[config.mk]
export PLATFORM = sky130hd
export DESIGN_NAME = sap_port
export DESIGN_NICKNAME = d
export VERILOG_FILES = /design/src/design/sap_pkg.sv /design/src/design/sap_port.sv /design/src/design/sap_sync.sv
export SDC_FILE = /design/constraint.sdc
export NUM_CORES = 1
export LEC_CHECK = 0
export ABC_AREA = 1
export BUFFER_PORTS_ARGS = -buffer_cell sky130_fd_sc_hd__buf_2
export CORE_MARGIN = 1
export CORE_UTILIZATION = 25
export CTS_CLUSTER_SIZE = 20
export DETAILED_ROUTE_END_ITERATION = 12
export PLACE_DENSITY = 0.44
export SYNTH_ARGS = -nofsm -noshare
export SYNTH_HDL_FRONTEND = slang
export SYNTH_SLANG_ARGS = --single-unit
export TNS_END_PERCENT = 100
[constraint.sdc]
create_clock -name core_clk -period 2.5 [get_ports core_clk]
set_clock_uncertainty 0.05 [all_clocks]
set_input_delay 0.125 -clock core_clk [delete_from_list [all_inputs] [get_ports core_clk]]
set_output_delay 0.125 -clock core_clk [all_outputs]
set_load 0.005 [all_outputs]
[src/design/sap_pkg.sv]
package sap_pkg;

  // host-side pins, sampled as one bundle
  typedef struct packed {
    logic sclk;
    logic cs_bar;
    logic frame_sync;
    logic serial_in;
    logic sample_start_bar;
  } sap_pins_t;

  // conversion sequencer states
  typedef enum logic [1:0] {
    SAP_IDLE    = 2'b00,
    SAP_SAMPLE  = 2'b01,
    SAP_CONVERT = 2'b10
  } sap_state_t;

  // frame layout
  localparam logic [4:0] SAP_FRAME_EDGES = 5'h10;
  localparam logic [4:0] SAP_CMD_EDGE = 5'h04;
  localparam logic [3:0] SAP_TAIL_ZEROS = 4'h0;

  // commands: 0..7 external channels, self tests, config write
  localparam logic [3:0] SAP_CMD_LAST_CHAN = 4'h7;
  localparam logic [3:0] SAP_CMD_TEST_FIRST = 4'hB;
  localparam logic [3:0] SAP_CMD_TEST_LAST = 4'hD;
  localparam logic [3:0] SAP_CMD_CFG_WRITE = 4'hA;

  // conversion mode in which the status pin acts as end of conversion
  localparam logic [1:0] SAP_MODE_EOC = 2'h0;

  // sampling periods in serial clock periods
  localparam logic [5:0] SAP_SHORT_SCLKS = 6'h0C;
  localparam logic [5:0] SAP_LONG_SCLKS = 6'h18;

  // conversion time at the reference serial clock rate
  localparam int SAP_CONV_TIME_NS = 1600;
  localparam int SAP_SCLK_REF_KHZ = 20000;
  localparam logic [5:0] SAP_CONV_SCLKS = 6'((SAP_CONV_TIME_NS * SAP_SCLK_REF_KHZ) / 1000000);

  // reset values
  localparam logic [11:0] SAP_RESULT_RST = 12'h000;
  localparam logic [3:0] SAP_MUX_RST = 4'h0;
  // idle pin levels; synchroniser and edge register both reset to these
  localparam sap_pins_t SAP_PINS_IDLE = '{sclk: 1'b0, cs_bar: 1'b1, frame_sync: 1'b1, serial_in: 1'b0,
    sample_start_bar: 1'b1};

  // conversion-type command: external channel or self-test voltage
  function automatic logic sap_is_conv(input logic [3:0] cmd);
    return (cmd <= SAP_CMD_LAST_CHAN) || ((cmd >= SAP_CMD_TEST_FIRST) && (cmd <= SAP_CMD_TEST_LAST));
  endfunction

endpackage

[src/design/sap_port.sv]
`timescale 1ns/1ps
// Summary of operation
// - chip select fall: clear count, enable output, input only if sync high
// - input stops at 16 edges or chip-select rise
// - chip select high: output to high impedance
// - sample start fall begins sampling
// - sample start rise holds and converts
// - sample start works without chip select
// - eoc low from hold until data ready
// - eoc behaviour only in mode 00
// - interrupt falls when result is ready
// - interrupt cleared by select fall, sync rise
// - interrupt fall releases serial output
// - normal sampling starts after fourth edge
// - sampling lasts 12 or 24 clocks
// - conversion clocked by serial clock, 32 periods
// - command selects channel or test voltage
// - frame sync fall restarts count, enables input
// - msb first, command nibble, config data
// - capture edge rising, falling with sync
// - shift previous result, four zeros, release
module sap_port (
  // clock and reset
  input wire logic core_clk,
  input wire logic rst,
  // host pins
  input wire sap_pkg::sap_pins_t pins,
  output logic serial_out,
  output logic serial_out_oe,
  output logic status_out,
  // configuration
  input wire logic status_is_int,
  input wire logic [1:0] conv_mode,
  input wire logic long_sample,
  // analog core
  input wire logic [11:0] adc_result,
  output logic sample_track,
  output logic [3:0] mux_select,
  output logic [11:0] cfg_data,
  output logic cfg_strobe
);
  import sap_pkg::*;

  sap_pins_t s;
  sap_pins_t d_reg;

  // every pin, sample start included, crosses through two flops
  sap_sync #(.WIDTH($bits(sap_pins_t)), .RST_VAL(SAP_PINS_IDLE)) u_sync (
    .core_clk(core_clk),
    .rst(rst),
    .d_in(pins),
    .q_out(s)
  );

  // previous synchronised value for edge finding
  always_ff @(posedge core_clk or posedge rst) begin
    if (rst) begin
      d_reg <= SAP_PINS_IDLE;
    end else begin
      d_reg <= s;
    end
  end

  logic sclk_rise, sclk_fall, cs_fall, cs_rise, fs_fall, fs_rise, ss_fall, ss_rise;
  assign sclk_rise = s.sclk & ~d_reg.sclk;
  assign sclk_fall = ~s.sclk & d_reg.sclk;
  assign cs_fall = ~s.cs_bar & d_reg.cs_bar;
  assign cs_rise = s.cs_bar & ~d_reg.cs_bar;
  assign fs_fall = ~s.frame_sync & d_reg.frame_sync;
  assign fs_rise = s.frame_sync & ~d_reg.frame_sync;
  assign ss_fall = ~s.sample_start_bar & d_reg.sample_start_bar;
  assign ss_rise = s.sample_start_bar & ~d_reg.sample_start_bar;

  // frame state
  logic in_en_reg, in_en_next;
  logic fs_mode_reg, fs_mode_next;
  logic [4:0] cnt_reg, cnt_next;
  logic [15:0] in_sh_reg, in_sh_next;
  logic [15:0] out_sh_reg, out_sh_next;
  logic oe_reg, oe_next;
  logic so_reg, so_next;
  logic [3:0] mux_reg, mux_next;
  logic [11:0] cfg_reg, cfg_next;
  logic strobe_reg, strobe_next;
  // conversion state
  sap_state_t state_reg, state_next;
  logic [5:0] ccnt_reg, ccnt_next;
  logic ext_reg, ext_next;
  logic track_reg, track_next;
  logic [11:0] result_reg, result_next;
  logic status_reg, status_next;

  logic shift_edge, cmd_edge, conv_done, norm_start;
  logic [3:0] cmd4;
  logic [4:0] cnt_inc;
  logic [5:0] ccnt_inc, sample_len;

  assign shift_edge = fs_mode_reg ? sclk_fall : sclk_rise;
  assign cnt_inc = cnt_reg + 5'h01;
  assign cmd4 = {in_sh_reg[2:0], s.serial_in};
  // a frame restart on the same cycle wins, so no channel latch or sampling from a dropped count
  assign cmd_edge = in_en_reg && shift_edge && !s.cs_bar && !cs_fall && !fs_fall && (cnt_inc == SAP_CMD_EDGE);
  assign norm_start = cmd_edge && sap_is_conv(cmd4);
  assign ccnt_inc = ccnt_reg + 6'h01;
  assign sample_len = long_sample ? SAP_LONG_SCLKS : SAP_SHORT_SCLKS;

  // serial frame: counter, shift registers, output enable
  always_comb begin
    in_en_next = in_en_reg;
    fs_mode_next = fs_mode_reg;
    cnt_next = cnt_reg;
    in_sh_next = in_sh_reg;
    out_sh_next = out_sh_reg;
    oe_next = oe_reg;
    so_next = so_reg;
    mux_next = mux_reg;
    cfg_next = cfg_reg;
    strobe_next = 1'b0;
    if (cs_fall) begin
      cnt_next = '0;
      fs_mode_next = ~s.frame_sync;
      in_en_next = s.frame_sync;
      oe_next = 1'b1;
      out_sh_next = {result_reg, SAP_TAIL_ZEROS};
      so_next = result_reg[11];
    end else if (cs_rise) begin
      in_en_next = 1'b0;
      oe_next = 1'b0;
    end else if (fs_fall && !s.cs_bar) begin
      cnt_next = '0;
      in_en_next = 1'b1;
      fs_mode_next = 1'b1;
      out_sh_next = {result_reg, SAP_TAIL_ZEROS};
      so_next = result_reg[11];
    end else if (in_en_reg && shift_edge) begin
      in_sh_next = {in_sh_reg[14:0], s.serial_in};
      out_sh_next = {out_sh_reg[14:0], 1'b0};
      so_next = out_sh_reg[14];
      cnt_next = cnt_inc;
      if (cmd_edge && sap_is_conv(cmd4)) begin
        mux_next = cmd4;
      end
      if (cnt_inc == SAP_FRAME_EDGES) begin
        in_en_next = 1'b0;
        oe_next = 1'b0;
        if (in_sh_reg[14:11] == SAP_CMD_CFG_WRITE) begin
          cfg_next = {in_sh_reg[10:0], s.serial_in};
          strobe_next = 1'b1;
        end
      end
    end
    // interrupt edge drops the driver even mid-frame
    if (conv_done && status_is_int) begin
      oe_next = 1'b0;
    end
  end

  always_ff @(posedge core_clk or posedge rst) begin
    if (rst) begin
      in_en_reg <= 1'b0;
      fs_mode_reg <= 1'b0;
      cnt_reg <= '0;
      in_sh_reg <= '0;
      out_sh_reg <= '0;
      oe_reg <= 1'b0;
      so_reg <= 1'b0;
      mux_reg <= SAP_MUX_RST;
      cfg_reg <= '0;
      strobe_reg <= 1'b0;
    end else begin
      in_en_reg <= in_en_next;
      fs_mode_reg <= fs_mode_next;
      cnt_reg <= cnt_next;
      in_sh_reg <= in_sh_next;
      out_sh_reg <= out_sh_next;
      oe_reg <= oe_next;
      so_reg <= so_next;
      mux_reg <= mux_next;
      cfg_reg <= cfg_next;
      strobe_reg <= strobe_next;
    end
  end

  // sample/convert sequencer; timed by serial clock periods, so it stalls if the host stops the clock
  always_comb begin
    state_next = state_reg;
    ccnt_next = ccnt_reg;
    ext_next = ext_reg;
    track_next = track_reg;
    result_next = result_reg;
    conv_done = 1'b0;
    unique case (state_reg)
      SAP_IDLE: begin
        if (ss_fall) begin
          state_next = SAP_SAMPLE;
          ext_next = 1'b1;
          track_next = 1'b1;
        end else if (norm_start) begin
          state_next = SAP_SAMPLE;
          ext_next = 1'b0;
          ccnt_next = '0;
          track_next = 1'b1;
        end
      end
      SAP_SAMPLE: begin
        if (ext_reg) begin
          if (ss_rise) begin
            state_next = SAP_CONVERT;
            ccnt_next = '0;
            track_next = 1'b0;
          end
        end else if (sclk_rise) begin
          ccnt_next = ccnt_inc;
          if (ccnt_inc == sample_len) begin
            state_next = SAP_CONVERT;
            ccnt_next = '0;
            track_next = 1'b0;
          end
        end
      end
      SAP_CONVERT: begin
        if (sclk_rise) begin
          ccnt_next = ccnt_inc;
          if (ccnt_inc == SAP_CONV_SCLKS) begin
            state_next = SAP_IDLE;
            result_next = adc_result;
            conv_done = 1'b1;
          end
        end
      end
      default: begin
        state_next = SAP_IDLE;
        track_next = 1'b0;
      end
    endcase
    // status pin: eoc level or sticky interrupt, new data beats a clear
    if (!status_is_int) begin
      status_next = !((state_next == SAP_CONVERT) && (conv_mode == SAP_MODE_EOC));
    end else if (conv_done) begin
      status_next = 1'b0;
    end else if (cs_fall || fs_rise) begin
      status_next = 1'b1;
    end else begin
      status_next = status_reg;
    end
  end

  always_ff @(posedge core_clk or posedge rst) begin
    if (rst) begin
      state_reg <= SAP_IDLE;
      ccnt_reg <= '0;
      ext_reg <= 1'b0;
      track_reg <= 1'b0;
      result_reg <= SAP_RESULT_RST;
      status_reg <= 1'b1;
    end else begin
      state_reg <= state_next;
      ccnt_reg <= ccnt_next;
      ext_reg <= ext_next;
      track_reg <= track_next;
      result_reg <= result_next;
      status_reg <= status_next;
    end
  end

  // outputs straight from flops
  assign serial_out = so_reg;
  assign serial_out_oe = oe_reg;
  assign status_out = status_reg;
  assign sample_track = track_reg;
  assign mux_select = mux_reg;
  assign cfg_data = cfg_reg;
  assign cfg_strobe = strobe_reg;
endmodule // sap_port

[src/design/sap_sync.sv]
`timescale 1ns/1ps
// two-stage synchroniser for pins from outside the core clock domain
module sap_sync #(
  parameter int WIDTH = 5,
  parameter logic [WIDTH-1:0] RST_VAL = '0
) (
  // clock and reset
  input wire logic core_clk,
  input wire logic rst,
  // data
  input wire logic [WIDTH-1:0] d_in,
  output logic [WIDTH-1:0] q_out
);
  logic [WIDTH-1:0] meta_reg;
  logic [WIDTH-1:0] sync_reg;

  // first stage only feeds the second; reset to idle levels so no false edge follows reset
  always_ff @(posedge core_clk or posedge rst) begin
    if (rst) begin
      meta_reg <= RST_VAL;
      sync_reg <= RST_VAL;
    end else begin
      meta_reg <= d_in;
      sync_reg <= meta_reg;
    end
  end

  assign q_out = sync_reg;
endmodule // sap_sync

== Word level (Yosys, flattened, before mapping) ==
Cells that the tools add are included.
Word-level totals
  bits in registers: 93
  latch bits: 0
  RAM bits: 0
  ROM bits: 0
  output and inout port bits: 21
  logic and storage cells: 166
  memories kept: 0
Cells by class
  add/subtract/negate cells: 2
  multiply operators: 0
  div/mod/pow operators: 0
  order comparisons: 3
  eq/ne operators: 18
  shifts and indexed selects: 0
  mux-type cells: 64
  bitwise operators: 20
  reductions and logical operators: 37
Operators by type and width (count)
  $mux 15: 4
  $mux 6: 7
  $mux 1: 37
  $mux 5: 5
  $pmux 6 s3: 1
  $mux 2: 8
  $reduce_bool 4->1: 4
  $ne 3x3->1 const B: 4
  $not 1->1: 12
  $reduce_and 6->1: 2
  $logic_and 1x1->1: 10
  $reduce_and 5->1: 2
  $and 1x1->1: 8
  $ne 2x2->1 const B: 4
  $reduce_and 2->1: 4
  $add 6x1->6 const B: 1
  $eq 6x5->1: 1
  $eq 6x6->1 const B: 1
  $pmux 2 s3: 1
  $reduce_and 3->1: 2
  $reduce_bool 3->1: 2
  $add 5x1->5 const B: 1
  $eq 5x3->1 const B: 1
  $eq 5x5->1 const B: 1
  14 further kinds: 21

== Longest topological paths before layout ==
  depth after elaboration: 16
  gate-level depth with buffers: 15

== Modules after synthesis ==
From an unflattened synthesis, not the netlist that was laid out.
Second synthesis, totals
  cell total of the unflattened synthesis: 472
  area, all modules: 4056.4 um^2
Modules (own cells, without submodules)
  sap_port: times used 1, cells an instance 461, area each 3794.9 um^2, sequential area each 1981.9 um^2
  sap_sync: times used 1, cells an instance 11, area each 261.5 um^2, sequential area each 257.7 um^2

== Worst setup path after synthesis ==
Ideal clock, no wire load.
  path kind: flip-flop to flip-flop
  start point: reg u_sync.sync_reg[3], in the netlist u_sync.q_out[3]
  end point: reg ccnt_reg[3]
  arrival: 1.790 ns
  data required time: 2.385 ns
  slack: 0.595 ns
  stages on the path, launching flop included: 14
  buffers on the path: 0
  period minus slack after synthesis: 1.905 ns
  cells stage by stage: dfstp_2 > inv_1 > ha_1 > inv_2 > nand2_1 > nor2_1 > nand3_1 > nor2_1 > nand2_1 > o22ai_2 > nand3_2 > nor3_2 > nand3_1 > nand2_1
Between the ends
  word-level cells in the longest chain between the ends: 9
  elaborated cells on any way between the ends: 11
RTL lines
  start, declared: RTL line sap_sync.sv:15  | logic [WIDTH-1:0] sync_reg;
  start signal, assigned: RTL line sap_sync.sv:24  | sync_reg <= meta_reg;
  $not 1->1: RTL line sap_port.sv:67  | assign cs_fall = ~s.cs_bar & d_reg.cs_bar;
  $and 1x1->1: RTL line sap_port.sv:67
  $logic_not 1->1: RTL line sap_port.sv:102  | assign cmd_edge = in_en_reg && shift_edge && !s.cs_bar && !cs_fall && !fs_fall && (cnt_inc == SAP_CMD_EDGE);
  $logic_and 1x1->1 * (3 in series): RTL line sap_port.sv:102
  $logic_and 1x1->1 *: RTL line sap_port.sv:103  | assign norm_start = cmd_edge && sap_is_conv(cmd4);
  $ne 2x2->1 (no line) *
  $reduce_and 6->1 (no line) *
  end signal, assigned: RTL line sap_port.sv:258  | ccnt_reg <= ccnt_next;
  end, declared: RTL line sap_port.sv:87  | logic [5:0] ccnt_reg, ccnt_next;
Mark *: on every way between the ends. The rest lies on a longest branch, timed or not.
A chain may end at the register's enable or synchronous reset.

== Final worst setup path ==
  start point: reg u_sync.sync_reg[3], in the netlist u_sync.q_out[3]
  end point: reg ccnt_reg[5]
The elaborated chain is that of the path after synthesis.

==> flow_summary.yaml <==
outcome:
  outcome: "finished, final reports clean"
drt:
  ant_nets: 0
  wl_um: 8450
  drc: 0
  wl_per_cell_um: 11.6
  via_per_inst: 4.24
  vias: 3095
  first_iter_violations: 179
  drt_first_pass_iters: 4
power_and_ir_drop:
  power_mw: 3.90
  leakagePower_nw: 2.36
  ir_drop_mv: 0.380
  powerDensity_nw_per_um2: 789
clocking:
  root_buffer: "clkbuf_16"
  clk_latency_ns: 0.35
  cts.sinks: 89
  cts_tree: "built"
  h-tree-depth: 3
  cts_setup_buffers: 0
  cts.clk_slew.worst_paths_ns: 0.07
  cts_buffer_depth: 2
  cts_made_buffers: 9
timing:
  post-route-min-period_ns: 2.18
  final.setup.tns_ns: 0
  rsz0062_at_grt: "false"
  finalCritPeriodShare_pct: 87.2
  drv_slew: 0
  hold_violations: 0
  max-slew-margin-rel_pct: 59.4
  timing.hold.ws_ns: 0.0627
  fmax_ghz: 0.459
  worst_pin_slew_ns: 0.608
  setup_ws_ns: 0.321
  setup_viol: 0
floorplanning:
  die_w_um: 128
  io_pins: 44
  die_area_um2: 16400
  core-area_um2: 15400
  initial_core_util_pct: 25.9
  rows: 45
  die_y_um: 128
logic_synthesis:
  ys.flop_type: "dfrtp_1"
  synth_cell_type_count: 35
  synth-simple-area-share_pct: 20.9
  synth_top_family_by_area: "simple AND/OR/NAND/NOR gates"
  syn_nets: 483
  synthMuxAreaShare_pct: 0
  syn_avg_cell_area_um2: 8.82
  synthAdderAreaFrac_pct: 2.83
  synth-xor-area-share_pct: 0.881
  seq_area_frac_synth_pct: 56.3
  synth-edff-count: 0
  yosysWarnings: 0
  synthCells: 451
  synthArstFlopShare_pct: 100
  synth.cell_area_um2: 3980
  synth_compound_area_share_pct: 11.3
  ys_ff_latch: 89
grt:
  grt_antenna_before_repair: 0
  grt_pass1_wl_um: 14500
  grt_overflow: 0
  grt_max_degree: 90
  grtUsageTotal_pct: 11.5
  grt_pass1_vias: 3041
hold_path:
  holdPathStages: 5
  hp-start: "conv_mode[1]"
  min_path_type: "in -> reg"
  holdPathEnd: "status_out"
worst_setup_path:
  worstPathMaxFanout: 6
  r2r_cells: 13
  endpoint_kind: "flop"
  rrSetupSlack_ns: 0.32
  critPathLaunchType: "flop"
  cpPeakStageDelay_ns: 0.56
  cp.arrival_ns: 2.40
  cp_cell_sequence: "inv_1, ha_1, inv_2, nand2_1, nor2_1, nand3_1, nor2_1, nand2_1, o22ai_2, nand3_2, inv_1, nand3_1, o22ai_1"
  reg2reg_from: "u_sync.q_out[3]"
  worstSetupPathType: "reg -> reg"
  cpMaxStageDelayCell: "dfstp_2"
  r2r-end: "ccnt_reg[5]"
  cp.required_ns: 2.72
layout:
  drive_above_1_share_pct: 17.3
  post-route-cell-area_um2: 4940
  layout_commonest_cell: "nand2_1"
  stdcell_count: 730
  nNetsFinal: 546
  diodes: 0
  largest_reg_flops: 15
  layout_common_cells: "nand2_1, dfrtp_1, inv_1"
  fin_util_pct: 32.2
  area_growth_pct: 24.2
placement:
  place_congestion: 0.808
  dp_cells: 696
  post-place-ws_ns: 0.315
  place_hpwl_um: 5830
  placed_area_um2: 4430
  port_buffers: 43
run:
  drv_cap: 0
==> repair_timing <==
item / in CTS / in global routing
setup endpoints to repair: 0 / 1
endpoints found under the hold margin: 96 / 0
hold buffers: 18 / 0
resized for setup: 0 / 1
==> area by class of cell <==
class	instances	area, um2
Fill cell	1588	10400
Sequential cell	89	2240
Multi-Input combinational cell	286	1440
Timing Repair Buffer	64	430
Tap cell	211	264
Inverter	64	241
Clock buffer	10	229
Clock inverter	6	100
==> synthesized netlist by cell type (7+ instances only) <==
master	number	area, um2
o211ai_1	9	67.6
dfrtp_1	79	1980
nor2_1	21	78.8
nand4_1	7	43.8
nand2_2	7	43.8
inv_1	61	229
dfstp_2	10	263
nand3_1	23	115
o21ai_0	45	225
ha_1	9	113
nand2_1	128	480
o21ai_1	8	40.0
==> worst max-delay path by stage <==
stage / from / endpoint / slack [ns] / depth (start not counted)
floorplan: rst / ccnt_reg[0] / 0.03 / 1
global placement: u_sync.q_out[3] / ccnt_reg[2] / 0.31 / 13
detailed placement: u_sync.q_out[3] / ccnt_reg[3] / 0.32 / 13
CTS: u_sync.q_out[3] / ccnt_reg[3] / 0.28 / 13
global route: u_sync.q_out[3] / ccnt_reg[4] / 0.03 / 13
finish: u_sync.q_out[3] / ccnt_reg[5] / 0.32 / 13
==> worst max-delay path, delay by kind of cell, from the launching register on <==
kind                       cells  cell delay, ns
AOI/OAI and AO/OA              2            0.25
adders and majority gates      1            0.21
buffers and inverters          3            0.31
DFF                            1            0.56
and+or+nand+nor                7            0.73
==> logic make-up after synthesis <==
kind of cell             Yosys count
buffers and inverters             76
XOR/XNOR                           4
AND/OR/NAND/NOR                  194
adder cells (fa/ha/maj)            9
AO/OA/AOI/OAI                     79
flip-flops                        89
==> metal layers <==
metal	share of wire, %	wire length [um]	global-route usage (%)	up-vias
met5	0	0	0	-
met3	2.2	182	2.13	14
li1	-	-	-	1566
met2	47	3940	18.1	34
met4	2.7	226	7.13	0
met1	49	4110	14.7	1481
==> where the power goes <==
part | total [mW] | internal [mW] | switching, mW
sequential | 1.72 | 1.60 | 0.112
clock | 1.49 | 0.896 | 0.599
combinational | 0.687 | 0.251 | 0.436
Power figures use the tool's default switching activity.
